--- src/sbc_pkg.sv ---
// constants and types shared by the standby controller and its cpu end
package sbc_pkg;
  // register addresses on the device access port
  localparam logic [15:0] SBC_ADDR_MOC    = 16'hFFA1;
  localparam logic [15:0] SBC_ADDR_STATUS = 16'hFFA3;
  localparam logic [15:0] SBC_ADDR_SELECT = 16'hFFA4;
  localparam logic [7:0]  SBC_STATUS_RST  = 8'h00;
  localparam logic [7:0]  SBC_SELECT_RST  = 8'h05;
  localparam logic [7:0]  SBC_MOC_RST     = 8'h00;
  localparam int          SBC_MOC_STOP_BIT = 7;
  localparam int          SBC_SEL_W       = 3;
  localparam int          SBC_CNT_W       = 17;
  localparam int          SBC_NSTAT       = 5;
  // crystal cycle exponents, status bit 4 down to bit 0
  localparam int          SBC_EXP [5]     = '{11, 13, 14, 15, 16};
  localparam int          SBC_EXP_MAX     = 16;
  // resume delays in cpu clocks
  localparam logic [3:0]  SBC_WAKE_VEC    = 4'h8;
  localparam logic [3:0]  SBC_WAKE_NEXT   = 4'h2;
  // crystal rate derived from the bus clock
  localparam int          SBC_HCLK_KHZ    = 250000;
  localparam int          SBC_XTAL_KHZ    = 10000;
  localparam int          SBC_XTAL_DIV    = SBC_HCLK_KHZ / SBC_XTAL_KHZ;
  // cpu end register offsets and fields
  localparam logic [7:0]  SBC_HOFS_CTRL   = 8'h00;
  localparam logic [7:0]  SBC_HOFS_ACC    = 8'h04;
  localparam logic [7:0]  SBC_HOFS_STAT   = 8'h08;
  localparam int          SBC_CTRL_HALT   = 0;
  localparam int          SBC_CTRL_STOP   = 1;
  localparam int          SBC_CTRL_SRC    = 2;
  localparam int          SBC_CTRL_IE     = 4;
  localparam int          SBC_ACC_WDATA   = 16;
  localparam int          SBC_ACC_WR      = 24;
  localparam int          SBC_ACC_BITOP   = 25;
  localparam int          SBC_ACC_BUSY    = 8;

  typedef enum logic [1:0] {
    SBC_SRC_IHS  = 2'b00,
    SBC_SRC_XTAL = 2'b01,
    SBC_SRC_SUB  = 2'b10,
    SBC_SRC_EXT  = 2'b11
  } sbc_src_t;

  typedef enum logic [2:0] {
    SBC_RUN  = 3'b000,
    SBC_HALT = 3'b001,
    SBC_STOP = 3'b010,
    SBC_STAB = 3'b011,
    SBC_WAKE = 3'b100
  } sbc_mode_t;
endpackage : sbc_pkg

--- src/sbc_if.sv ---
// link between the cpu core end and the standby controller
interface sbc_if;
  logic                 cmd_halt;
  logic                 cmd_stop;
  logic                 irq_req;
  logic                 int_enable;
  sbc_pkg::sbc_src_t    cpu_src;
  logic [15:0]          reg_addr;
  logic                 reg_rd;
  logic                 reg_wr;
  logic                 reg_bitop;
  logic [7:0]           reg_wdata;
  logic [7:0]           reg_rdata;
  logic                 reg_ack;
  logic                 cpu_clk_en;
  logic                 resume;
  logic                 resume_vec;
  logic                 stab_busy;
  logic                 refused;

  modport dev (
    input  cmd_halt, cmd_stop, irq_req, int_enable, cpu_src,
    input  reg_addr, reg_rd, reg_wr, reg_bitop, reg_wdata,
    output reg_rdata, reg_ack, cpu_clk_en, resume, resume_vec,
    output stab_busy, refused
  );
  modport cpu (
    output cmd_halt, cmd_stop, irq_req, int_enable, cpu_src,
    output reg_addr, reg_rd, reg_wr, reg_bitop, reg_wdata,
    input  reg_rdata, reg_ack, cpu_clk_en, resume, resume_vec,
    input  stab_busy, refused
  );
endinterface : sbc_if

--- src/sbc_standby_ctl.sv ---
// standby controller: halt, stop and crystal stabilization wait
//
// Local design decision: the AHB-Lite slave port.

// Notes on behaviour
// - halt gates cpu clock, oscillators keep running
// - stop halts crystal and internal fast oscillator
// - interrupt ends stop; crystal source waits first
// - standby keeps all cpu state untouched
// - stop only from main clock; halt always
// - subsystem oscillator never stopped
// - software idles main-clock peripherals before stop
// - read-only status shows counter progress
// - status cleared by reset, stop, crystal stop
// - sticky status bits at 2^11..2^16 cycles
// - after stop, counter stops at selection
// - crystal cpu waits selected length after stop
// - select codes 1..5 map to wait lengths
// - select byte-written, resets 05h, upper zero
// - software polls status on internal fast clock
// - select set before stop, not during wait
// - wait counts only once crystal oscillates
// - halt exit: 8 clocks vectored, else 2
// - reset ends halt like normal reset
module sbc_standby_ctl #(
  parameter int XTAL_DIV = sbc_pkg::SBC_XTAL_DIV
) (
  input  wire logic hclk,
  input  wire logic hresetn,
  sbc_if.dev        link,
  input  wire logic xtal_running,
  output logic      main_osc_en,
  output logic      int_hs_osc_en,
  output logic      sub_osc_en
);
  localparam int DIV_W = (XTAL_DIV > 1) ? $clog2(XTAL_DIV) : 1;
  localparam int CW    = sbc_pkg::SBC_CNT_W;

  sbc_pkg::sbc_mode_t  mode_q;
  logic [DIV_W-1:0]    div_q;
  logic                tick_q;
  logic [CW-1:0]       cnt_q;
  logic                cap_q;
  logic [sbc_pkg::SBC_SEL_W-1:0] sel_q;
  logic [7:0]          moc_q;
  logic [sbc_pkg::SBC_NSTAT-1:0] stat_q;
  logic [3:0]          wake_q;
  logic                clr_stat;
  logic                stop_ok;
  logic                moc_wr;
  logic [CW-1:0]       sel_limit;
  logic [CW-1:0]       limit;
  logic                cnt_en;

  // wait length for a select code; prohibited codes fall back to longest
  function automatic logic [CW-1:0] sel_thr(
    input logic [sbc_pkg::SBC_SEL_W-1:0] code
  );
    logic [CW-1:0] one;
    one = {{(CW-1){1'b0}}, 1'b1};
    case (code)
      3'h1:    sel_thr = one << sbc_pkg::SBC_EXP[0];
      3'h2:    sel_thr = one << sbc_pkg::SBC_EXP[1];
      3'h3:    sel_thr = one << sbc_pkg::SBC_EXP[2];
      3'h4:    sel_thr = one << sbc_pkg::SBC_EXP[3];
      default: sel_thr = one << sbc_pkg::SBC_EXP[4];
    endcase
  endfunction : sel_thr

  // stop is honoured only off the subsystem clock
  assign stop_ok = link.cmd_stop &&
                   (link.cpu_src != sbc_pkg::SBC_SRC_SUB);
  assign moc_wr  = link.reg_wr && (link.reg_addr == sbc_pkg::SBC_ADDR_MOC);
  // clearing events: accepted stop, or crystal stop bit written to one
  assign clr_stat = (mode_q == sbc_pkg::SBC_RUN && stop_ok) ||
                    (moc_wr &&
                     link.reg_wdata[sbc_pkg::SBC_MOC_STOP_BIT]);
  assign sel_limit = sel_thr(sel_q);
  // after a stop the count saturates at the selection, else at 2^16
  assign limit  = cap_q ? sel_limit
                        : ({{(CW-1){1'b0}}, 1'b1} << sbc_pkg::SBC_EXP_MAX);
  // counts only crystal cycles that really oscillate
  assign cnt_en = tick_q && xtal_running && main_osc_en &&
                  (cnt_q < limit);

  // crystal rate enable, one pulse per crystal cycle
  always_ff @(posedge hclk or negedge hresetn) begin
    if (!hresetn) begin
      div_q  <= '0;
      tick_q <= 1'b0;
    end else if (div_q == DIV_W'(XTAL_DIV - 1)) begin
      div_q  <= '0;
      tick_q <= 1'b1;
    end else begin
      div_q  <= div_q + 1'b1;
      tick_q <= 1'b0;
    end
  end

  // stabilization up-counter, cleared by the same events as status
  always_ff @(posedge hclk or negedge hresetn) begin
    if (!hresetn) begin
      cnt_q <= '0;
      cap_q <= 1'b0;
    end else if (clr_stat) begin
      cnt_q <= '0;
      cap_q <= (mode_q == sbc_pkg::SBC_RUN) && stop_ok;
    end else if (cnt_en) begin
      cnt_q <= cnt_q + 1'b1;
    end
  end

  // sticky progress bits; the counter restarts with them, so its old count must not set them again
  for (genvar b = 0; b < sbc_pkg::SBC_NSTAT; b++) begin : g_stat
    localparam logic [CW-1:0] THR =
      {{(CW-1){1'b0}}, 1'b1} << sbc_pkg::SBC_EXP[sbc_pkg::SBC_NSTAT-1-b];
    always_ff @(posedge hclk or negedge hresetn) begin
      if (!hresetn) begin
        stat_q[b] <= 1'b0;
      end else begin
        stat_q[b] <= (stat_q[b] || cnt_q >= THR) && !clr_stat;
      end
    end
  end

  // select register: byte writes only, upper bits stay zero
  always_ff @(posedge hclk or negedge hresetn) begin
    if (!hresetn) begin
      sel_q <= sbc_pkg::SBC_SELECT_RST[sbc_pkg::SBC_SEL_W-1:0];
    end else if (link.reg_wr && !link.reg_bitop &&
                 link.reg_addr == sbc_pkg::SBC_ADDR_SELECT) begin
      sel_q <= link.reg_wdata[sbc_pkg::SBC_SEL_W-1:0];
    end
  end

  // crystal oscillator control byte, bit or byte writes
  always_ff @(posedge hclk or negedge hresetn) begin
    if (!hresetn) begin
      moc_q <= sbc_pkg::SBC_MOC_RST;
    end else if (moc_wr) begin
      moc_q <= link.reg_wdata;
    end
  end

  // register read port: answer one cycle after the strobe
  always_ff @(posedge hclk or negedge hresetn) begin
    if (!hresetn) begin
      link.reg_ack   <= 1'b0;
      link.reg_rdata <= 8'h00;
    end else begin
      link.reg_ack <= link.reg_rd || link.reg_wr;
      if (link.reg_rd) begin
        case (link.reg_addr)
          sbc_pkg::SBC_ADDR_STATUS:
            link.reg_rdata <= {3'h0, stat_q};
          sbc_pkg::SBC_ADDR_SELECT:
            link.reg_rdata <= {5'h00, sel_q};
          sbc_pkg::SBC_ADDR_MOC:
            link.reg_rdata <= moc_q;
          default:
            link.reg_rdata <= 8'h00;
        endcase
      end
    end
  end

  // standby sequencer; reset always returns to run with clock on
  always_ff @(posedge hclk or negedge hresetn) begin
    if (!hresetn) begin
      mode_q          <= sbc_pkg::SBC_RUN;
      link.cpu_clk_en <= 1'b1;
      link.resume     <= 1'b0;
      link.resume_vec <= 1'b0;
      link.refused    <= 1'b0;
      wake_q          <= 4'h0;
    end else begin
      link.resume  <= 1'b0;
      link.refused <= 1'b0;
      case (mode_q)
        sbc_pkg::SBC_RUN: begin
          if (link.cmd_halt) begin
            mode_q          <= sbc_pkg::SBC_HALT;
            link.cpu_clk_en <= 1'b0;
          end else if (stop_ok) begin
            mode_q          <= sbc_pkg::SBC_STOP;
            link.cpu_clk_en <= 1'b0;
          end else if (link.cmd_stop) begin
            link.refused <= 1'b1;
          end
        end
        sbc_pkg::SBC_HALT: begin
          if (link.irq_req) begin
            mode_q <= sbc_pkg::SBC_WAKE;
            wake_q <= link.int_enable ? sbc_pkg::SBC_WAKE_VEC
                                      : sbc_pkg::SBC_WAKE_NEXT;
            link.resume_vec <= link.int_enable;
          end
        end
        sbc_pkg::SBC_STOP: begin
          // a pending request ends stop at once; a crystal source enters the wait first, others wake as a halt would
          if (link.irq_req) begin
            link.resume_vec <= link.int_enable;
            if (link.cpu_src == sbc_pkg::SBC_SRC_XTAL) begin
              mode_q <= sbc_pkg::SBC_STAB;
            end else begin
              mode_q <= sbc_pkg::SBC_WAKE;
              wake_q <= link.int_enable ? sbc_pkg::SBC_WAKE_VEC
                                        : sbc_pkg::SBC_WAKE_NEXT;
            end
          end
        end
        sbc_pkg::SBC_STAB: begin
          // hold the cpu until the selected crystal count is reached
          if (cnt_q >= sel_limit) begin
            mode_q <= sbc_pkg::SBC_WAKE;
            wake_q <= link.resume_vec ? sbc_pkg::SBC_WAKE_VEC
                                      : sbc_pkg::SBC_WAKE_NEXT;
          end
        end
        sbc_pkg::SBC_WAKE: begin
          if (wake_q <= 4'h1) begin
            mode_q          <= sbc_pkg::SBC_RUN;
            link.cpu_clk_en <= 1'b1;
            link.resume     <= 1'b1;
          end else begin
            wake_q <= wake_q - 1'b1;
          end
        end
        default: begin
          mode_q          <= sbc_pkg::SBC_RUN;
          link.cpu_clk_en <= 1'b1;
        end
      endcase
    end
  end

  // oscillator enables; the subsystem one is never switched off
  always_ff @(posedge hclk or negedge hresetn) begin
    if (!hresetn) begin
      main_osc_en    <= 1'b1;
      int_hs_osc_en  <= 1'b1;
      sub_osc_en     <= 1'b1;
      link.stab_busy <= 1'b0;
    end else begin
      main_osc_en    <= (mode_q != sbc_pkg::SBC_STOP) &&
                        !moc_q[sbc_pkg::SBC_MOC_STOP_BIT];
      int_hs_osc_en  <= (mode_q != sbc_pkg::SBC_STOP);
      sub_osc_en     <= 1'b1;
      link.stab_busy <= (mode_q == sbc_pkg::SBC_STAB);
    end
  end
endmodule : sbc_standby_ctl

--- src/flat_wrapper.sv ---
// flat-port wrapper written by rule: the top's interface ports become plain ports
module sbc_standby_ctl_flat 
#(
  parameter int XTAL_DIV = sbc_pkg::SBC_XTAL_DIV
)
  (hclk, hresetn, xtal_running, main_osc_en, int_hs_osc_en, sub_osc_en, link_cmd_halt, link_cmd_stop, link_irq_req, link_int_enable, link_cpu_src, link_reg_addr, link_reg_rd, link_reg_wr, link_reg_bitop, link_reg_wdata, link_reg_rdata, link_reg_ack, link_cpu_clk_en, link_resume, link_resume_vec, link_stab_busy, link_refused);
  sbc_if link_i ();
  input  wire logic hclk;
  input  wire logic hresetn;
  input  wire logic xtal_running;
  output logic main_osc_en;
  output logic int_hs_osc_en;
  output logic sub_osc_en;
  input wire logic [$bits(link_i.cmd_halt)-1:0] link_cmd_halt;
  input wire logic [$bits(link_i.cmd_stop)-1:0] link_cmd_stop;
  input wire logic [$bits(link_i.irq_req)-1:0] link_irq_req;
  input wire logic [$bits(link_i.int_enable)-1:0] link_int_enable;
  input wire logic [$bits(link_i.cpu_src)-1:0] link_cpu_src;
  input wire logic [$bits(link_i.reg_addr)-1:0] link_reg_addr;
  input wire logic [$bits(link_i.reg_rd)-1:0] link_reg_rd;
  input wire logic [$bits(link_i.reg_wr)-1:0] link_reg_wr;
  input wire logic [$bits(link_i.reg_bitop)-1:0] link_reg_bitop;
  input wire logic [$bits(link_i.reg_wdata)-1:0] link_reg_wdata;
  output wire logic [$bits(link_i.reg_rdata)-1:0] link_reg_rdata;
  output wire logic [$bits(link_i.reg_ack)-1:0] link_reg_ack;
  output wire logic [$bits(link_i.cpu_clk_en)-1:0] link_cpu_clk_en;
  output wire logic [$bits(link_i.resume)-1:0] link_resume;
  output wire logic [$bits(link_i.resume_vec)-1:0] link_resume_vec;
  output wire logic [$bits(link_i.stab_busy)-1:0] link_stab_busy;
  output wire logic [$bits(link_i.refused)-1:0] link_refused;
  assign link_i.cmd_halt = link_cmd_halt;
  assign link_i.cmd_stop = link_cmd_stop;
  assign link_i.irq_req = link_irq_req;
  assign link_i.int_enable = link_int_enable;
  assign link_i.cpu_src = link_cpu_src;
  assign link_i.reg_addr = link_reg_addr;
  assign link_i.reg_rd = link_reg_rd;
  assign link_i.reg_wr = link_reg_wr;
  assign link_i.reg_bitop = link_reg_bitop;
  assign link_i.reg_wdata = link_reg_wdata;
  assign link_reg_rdata = link_i.reg_rdata;
  assign link_reg_ack = link_i.reg_ack;
  assign link_cpu_clk_en = link_i.cpu_clk_en;
  assign link_resume = link_i.resume;
  assign link_resume_vec = link_i.resume_vec;
  assign link_stab_busy = link_i.stab_busy;
  assign link_refused = link_i.refused;
  sbc_standby_ctl #(.XTAL_DIV(XTAL_DIV)) u_core (.hclk(hclk), .hresetn(hresetn), .link(link_i), .xtal_running(xtal_running), .main_osc_en(main_osc_en), .int_hs_osc_en(int_hs_osc_en), .sub_osc_en(sub_osc_en));
endmodule
--- config.mk ---
export PLATFORM = sky130hd
export DESIGN_NAME = sbc_standby_ctl_flat
export DESIGN_NICKNAME = d
export VERILOG_FILES = /design/src/sbc_pkg.sv /design/src/sbc_if.sv /design/src/sbc_standby_ctl.sv /design/src/flat_wrapper.sv
export SDC_FILE = /design/constraint.sdc
export NUM_CORES = 1
export LEC_CHECK = 0
export BUFFER_PORTS_ARGS = -buffer_cell sky130_fd_sc_hd__buf_4
export CORE_MARGIN = 2
export CORE_UTILIZATION = 59
export CTS_BUF_LIST = sky130_fd_sc_hd__clkbuf_8
export DETAILED_ROUTE_END_ITERATION = 6
export GPL_TIMING_DRIVEN = 1
export MAX_ROUTING_LAYER = met4
export PLACE_DENSITY = 0.82
export RECOVER_POWER = 25
export SYNTH_ARGS = -nofsm -noshare
export SYNTH_HDL_FRONTEND = slang
export SYNTH_SLANG_ARGS = --single-unit
--- constraint.sdc ---
create_clock -name hclk -period 3.8 [get_ports hclk]
set_input_delay 0.19 -clock hclk [delete_from_list [all_inputs] [get_ports hclk]]
set_output_delay 0.19 -clock hclk [all_outputs]
set_load 0.1 [all_outputs]
==> impl_metrics.py, run 1 <==
metrics = {
    "outcome": {
        "status": "finished, violations left",
        "violations": "capacitance limit, slew limit",
    },
    "critical_path": {
        "r2r_cells": 8,
        "crit_type": "reg2reg",
        "required_ps": 4020,
        "setup.worst_path.start_class": "flop",
        "worstPathArrival_ps": 3100,
        "cp-end-kind": "flop",
        "critPathMaxFanout": 8,
    },
    "yosys": {
        "yosysSeqAreaShare_pct": 45.6,
        "synth_edf_count": 0,
        "synth.distinct_cells": 57,
        "syn_area_um2": 3470,
        "async_reset_ff_share_pct": 100,
        "synth_nets": 403,
        "yosys_register_bits": 63,
        "avgSynthCellArea_um2": 9.86,
        "syn_inst": 352,
        "synth_warnings": 0,
        "synth_ff_type": "dfrtp_1",
    },
    "finish": {
        "n_antenna_cell": 0,
        "instances_no_fill": 472,
        "mostFrequentLayoutCell": "dfrtp_1",
        "mostFrequentLayoutCells": "dfrtp_1 (58), buf_4 (46), nor2_1 (28)",
        "fill_cells": 447,
        "area_growth_pct": 15.1,
        "fin_util_pct": 71.2,
        "fin_area_um2": 3990,
        "nets": 446,
        "layout-drive-gt1-share_pct": 22.8,
    },
    "clocking": {
        "clock-sinks": 63,
        "clk_pin_slew_ps": 70,
        "cts_hold_buffers": 1,
        "numCtsBuffers": 9,
        "cts_resized": 0,
        "tritoncts": "yes",
        "worstSkewPairLatency_ps": 330,
        "cts_root_buf": "clkbuf_8",
        "htree_levels": 3,
        "cts_buffer_depth": 2,
        "cts_setup_buffers": 0,
    },
    "die": {
        "ios": 53,
        "core_area_um2": 5610,
        "dieHeight_um": 80.7,
        "dieArea_um2": 6510,
        "start_util_pct": 61.9,
        "num_rows": 27,
        "die_w_um": 80.7,
    },
    "grt": {
        "antenna_found_initial": 0,
        "grt_pass1_vias": 2835,
        "grt_max_degree": 64,
        "grt_pass1_wl_um": 12700,
        "grt.total_usage_pct": 26.0,
        "grt_overflow": 0,
    },
    "drt": {
        "drtAntennaViolNets": 0,
        "routedWlPerCell_um": 15.6,
        "routed_wirelength_um": 7380,
        "firstDrtPassIters": 4,
        "drc_errors": 0,
        "drtIter0Drc": 169,
        "route.vias.total": 2815,
        "viasPerCell": 5.96,
    },
    "placed_design": {
        "hpwlAfterDp_um": 5080,
        "pre_cts_ws_ps": 950,
        "dp_cells": 455,
        "dpl_cell_area_um2": 3840,
        "gp_congestion": 0.812,
        "portBuffers": 51,
    },
    "timing": {
        "rsz0062_at_grt": "no",
        "setup_viol": 0,
        "slew_violations": 64,
        "clock.fmax_mhz": 347,
        "period_share_pct": 75.9,
        "finClkSkew_ps": 6.26,
        "final_hold_viol_count": 0,
        "holdWs_ps": 68.4,
        "finalWorstSetupSlack_ps": 916,
        "worst_pin_slew_ps": 1520,
        "fin_crit_ps": 2880,
        "finalSetupTns_ps": 0,
        "slew_headroom_pct": -1.44,
    },
    "pwr": {
        "switching_share_pct": 37.4,
        "pwr-share-clk_pct": 26.0,
        "p_leak_nw": 1.84,
        "power.switching_uw": 679,
        "total_power_mw": 1.82,
        "pwr-share-comb_pct": 29.6,
        "p_int_mw": 1.14,
        "p_per_area_nw_per_um2": 455,
        "peakVddDrop_mv": 0.367,
        "pwr-share-seq_pct": 44.3,
    },
    "job": {
        "drv_cap": 1,
    },
    "min_path": {
        "hold_path_class": "in2reg",
        "whs_path_depth": 2,
    },
}
==> metal layers <==
layer | track usage (%) | wire, um | share of wire, % | vias to the layer above
li1 | - | - | - | 1387
met1 | 33.1 | 3380 | 46 | 1356
met2 | 41.7 | 3600 | 49 | 58
met3 | 5.06 | 275 | 3.7 | 14
met4 | 9.32 | 119 | 1.6 | 0
met5 | - | 0 | 0 | -
==> cells in the mapped netlist (2+ instances only) <==
cell type	number	area, um2
dfrtp_1	58	1450
nor2_1	28	105
a21oi_1	27	135
nand2_1	21	78.8
nand3_1	19	95.1
inv_1	16	60.1
ha_1	15	188
mux2_2	15	169
or4_1	14	105
clkbuf_1	13	48.8
o31ai_1	13	97.6
nand4_1	8	50.1
nor3_1	8	40.0
o21ai_0	8	40.0
mux2i_1	6	60.1
dfstp_2	5	131
nand2b_1	5	31.3
nor2b_1	5	31.3
and3_1	4	25.0
nor4_1	4	25.0
a21o_1	3	22.5
a2bb2oi_1	3	26.3
a31o_2	3	26.3
xnor2_1	3	26.3
a211o_1	2	17.5
a31oi_1	2	12.5
a41oi_1	2	17.5
and2_1	2	12.5
buf_1	2	7.51
buf_4	2	15.0
buf_6	2	22.5
nand3b_1	2	15.0
nand4b_1	2	17.5
nor3b_1	2	15.0
o211a_1	2	20.0
o211ai_1	2	15.0
o22ai_1	2	12.5
o31a_1	2	17.5
or4_4	2	22.5
==> critical path, cell delays in order, from the launching register on <==
cell	delay, ps
dfrtp_1	450
nor2_1	230
nand2_1	90
ha_1	290
a21o_1	170
a2111oi_0	640
o211ai_1	330
and3_1	280
mux2_2	290
==> cell type report <==
class                      instances  area, um2  share of cell area (%)
clock inverter                     7       33.8                   0.846
tap                               72       90.1                    2.26
timing repair buffer              52        375                    9.40
clock buffer                       9        124                    3.10
sequential                        63       1580                    39.6
multi-input combinational        253       1730                    43.3
inverter                          16       60.1                    1.50
==> worst paths after layout <==
check | start | endpoint | slack [ps]
min in group asynchronous | hresetn | u_core.moc_q[4] | 770
worst max-delay path | u_core.sel_q[1] | u_core.wake_q[1] | 920
worst max register to register | u_core.sel_q[1] | u_core.wake_q[1] | 920
max in group asynchronous | hresetn | u_core.tick_q | 2130
worst min-delay path | link_reg_wr | u_core.link.reg_ack | 70
worst min register to register | u_core.moc_q[7] | u_core.main_osc_en | 470
==> cell families after synthesis <==
kind of cell             synth area share, %
adder cells (fa/ha/maj)                 5.41
flip-flops                              45.6
XOR/XNOR                                1.01
multiplexers                            6.60
AND/OR/NAND/NOR                         22.2
AO/OA/AOI/OAI                           14.5
buffers and inverters                   4.58
other                                  0.108
==> power groups by stage <==
stage	clock network (mW)	registers [mW]	logic [mW]
finish	0.473	0.805	0.538
global route	0.512	0.814	0.594
CTS	0.481	0.804	0.547
detailed placement	0	0.815	0.540
global placement	0	0.814	0.525
floorplan	0	0.920	0.308
==> state kept, by name (all words and copies together) (netlist names) <==
register and flops:
u_core.link.resume_vec 1, u_core.mode_q 3, u_core.link.cpu_clk_en 1, u_core.cap_q 1, u_core.link.reg_rdata 8, u_core.moc_q 8
u_core.link.resume 1, u_core.link.reg_ack 1, u_core.link.stab_busy 1, u_core.main_osc_en 1, u_core.tick_q 1, u_core.link.refused 1
u_core.cnt_q 17, u_core.sel_q 3, u_core.wake_q 4, u_core.int_hs_osc_en 1, u_core.stat_q 5, u_core.div_q 5
Power figures use the tool's default switching activity.
==> inputs of run 2 (changes only) <==
--- a/config.mk
+++ b/config.mk
@@ -7,12 +7,12 @@
 export LEC_CHECK = 0
 export BUFFER_PORTS_ARGS = -buffer_cell sky130_fd_sc_hd__buf_4
 export CORE_MARGIN = 2
-export CORE_UTILIZATION = 59
+export CORE_UTILIZATION = 53
 export CTS_BUF_LIST = sky130_fd_sc_hd__clkbuf_8
 export DETAILED_ROUTE_END_ITERATION = 6
 export GPL_TIMING_DRIVEN = 1
 export MAX_ROUTING_LAYER = met4
-export PLACE_DENSITY = 0.82
+export PLACE_DENSITY = 0.78
 export RECOVER_POWER = 25
 export SYNTH_ARGS = -nofsm -noshare
 export SYNTH_HDL_FRONTEND = slang
==> constraint.sdc (replaced) <==
create_clock -name hclk -period 2.6 [get_ports hclk]
set_input_delay 0.13 -clock hclk [delete_from_list [all_inputs] [get_ports hclk]]
set_output_delay 0.13 -clock hclk [all_outputs]
set_load 0.1 [all_outputs]
==> run 2 against run 1 <==
The flow still finishes with violations (capacitance limit, slew limit). Count of clock-buffer cells in the layout rose by 1. Utilization decreased by 5.7 points. Critical path depth is 1 lower. Global-route usage decreased by 2.1 points. First-iteration DRC count up 32%. Worst hold slack got worse by 42 ps. Critical path type unchanged. Critical endpoint unchanged. Largest cell class unchanged.
==> impl_metrics.py, run 2 (synthesis gave the netlist of run 1 again) <==
metrics = {
    "outcome": {
        "status": "finished, violations left",
        "violations": "capacitance limit, slew limit",
    },
    "drt": {
        "viasPerCell": 5.90,
        "routedWlPerCell_um": 15.5,
        "drc_errors": 0,
        "drtIter0Drc": 223,
        "routed_wirelength_um": 7560,
        "firstDrtPassIters": 6,
        "route.vias.total": 2887,
        "drtAntennaViolNets": 0,
    },
    "clocking": {
        "tritoncts": "yes",
        "numCtsBuffers": 9,
        "cts_root_buf": "clkbuf_8",
        "clk_pin_slew_ps": 70,
        "cts_buffer_depth": 2,
        "htree_levels": 3,
        "cts_setup_buffers": 0,
        "worstSkewPairLatency_ps": 340,
        "clock-sinks": 63,
    },
    "grt": {
        "grt.total_usage_pct": 23.9,
        "grt_overflow": 0,
        "grt_max_degree": 64,
        "grt_pass1_wl_um": 13500,
        "antenna_found_initial": 0,
        "grt_pass1_vias": 2887,
    },
    "critical_path": {
        "critical_path.cell_chain": "nand2_1 > ha_1 > a21o_1 > a2111oi_2 > o211ai_1 > and3_2 > mux2_2",
        "worstPathArrival_ps": 2670,
        "crit_type": "reg2reg",
        "critPathMaxFanout": 9,
        "cp-end-kind": "flop",
        "cp_top_family": "compound AO/OA/AOI/OAI gates",
        "path_buf_inv": 0,
        "setup.worst_path.start_class": "flop",
        "slowest_delay_ps": 610,
        "critPathSlowestCell": "dfstp_2",
        "required_ps": 2820,
    },
    "die": {
        "core_area_um2": 6350,
        "num_rows": 29,
        "ios": 53,
        "dieArea_um2": 7210,
        "die_w_um": 84.9,
        "start_util_pct": 54.6,
        "dieHeight_um": 84.9,
    },
    "job": {
        "drv_cap": 1,
    },
    "timing": {
        "worst_pin_slew_ps": 1520,
        "finalSetupTns_ps": 0,
        "slew_violations": 64,
        "setup_viol": 0,
        "rsz0062_at_grt": "no",
        "final_hold_viol_count": 0,
        "period_share_pct": 94.1,
        "finClkSkew_ps": 7.34,
        "fin_crit_ps": 2450,
        "clock.fmax_mhz": 409,
        "slew_headroom_pct": -1.12,
    },
    "finish": {
        "largest_reg_flops": 17,
        "mostFrequentLayoutCells": "dfrtp_1 (58), buf_4 (56), nor2_1 (27), a21oi_1 (27), nand2_1 (21)",
        "regArea_um2": 1580,
        "multi_input_area_um2": 1740,
        "mostFrequentLayoutCell": "dfrtp_1",
        "area_growth_pct": 19.8,
        "fill_cells": 509,
        "largestRegisters": "u_core.cnt_q: 17 flops, u_core.link.reg_rdata: 8 flops, u_core.moc_q: 8 flops",
        "n_antenna_cell": 0,
        "layout-drive-gt1-share_pct": 26.2,
        "nets": 458,
        "regMostFlops": "u_core.cnt_q",
    },
    "pwr": {
        "total_power_mw": 2.73,
        "p_per_area_nw_per_um2": 657,
        "p_leak_nw": 1.92,
        "peakVddDrop_mv": 0.657,
    },
    "placed_design": {
        "hpwlAfterDp_um": 5380,
        "portBuffers": 51,
        "gp_congestion": 0.925,
    },
    "min_path": {
        "hold_path_class": "in2reg",
    },
}
-- run 2: path summary, 6_finish.rpt --
check | depth (start not counted) | endpoint | start | slack [ps]
max in group asynchronous | 2 | u_core.cnt_q[3] | hresetn | 990
worst max-delay path | 7 | u_core.wake_q[1] | u_core.sel_q[2] | 150
min in group asynchronous | 2 | u_core.moc_q[5] | hresetn | 710
worst min-delay path | 2 | u_core.moc_q[4] | link_reg_wdata[4] | 30
worst max register to register | 7 | u_core.wake_q[1] | u_core.sel_q[2] | 150
worst min register to register | 1 | u_core.main_osc_en | u_core.moc_q[7] | 450
-- run 2: stage by stage --
stage	worst slack [ps]	utilization (%)	cell area, um2	cells	hold slack, ps
3_5_place_dp	61.5	62.5	3970	471	264
5_1_grt	9.07	65.5	4160	489	14.5
2_1_floorplan	41.0	-	3470	352	-166
3_3_place_gp	139	62.5	3970	471	263
6_report	152	65.5	4160	489	26.6
4_1_cts	37.8	65.5	4160	489	13.2
-- run 2: cell type report --
| class | instances | share of cell area, % |
|---|---|---|
| clock buffers | 10 | 3.31 |
| well taps | 77 | 2.32 |
| clock inverters | 6 | 0.722 |
| multi-input cells | 253 | 41.8 |
| repair buffers | 64 | 12.3 |
| inverters | 16 | 1.44 |
| flip-flops and latches | 63 | 38.1 |
-- run 2: timing repair --
action / in CTS / in global routing
setup endpoints to repair: 0 / 9
hold endpoints to repair: 59 / 0
hold buffers: 2 / 0
gates resized for setup: 0 / 3
-- run 2: power breakdown --
| part | internal [mW] | switching, mW |
|---|---|---|
| Clock | 0.359 | 0.367 |
| Combinational | 0.305 | 0.546 |
| Sequential | 1.07 | 0.0885 |
-- run 2: worst reg2reg max path: stages, from the launching register on --
cell       delay, ps
dfstp_2          610
nand2_1           70
ha_1             300
a21o_1           200
a2111oi_2        390
o211ai_1         220
and3_2           270
mux2_2           270
-- run 2: routing by layer --
layer	global-route usage, %	share of wire [%]	vias to the layer above	wire length [um]
met4	7.94	1.4	0	108
met2	36.9	49	59	3720
met1	30.7	45	1409	3410
li1	-	-	1407	-
met5	-	0	-	0
met3	6.71	4.3	12	323
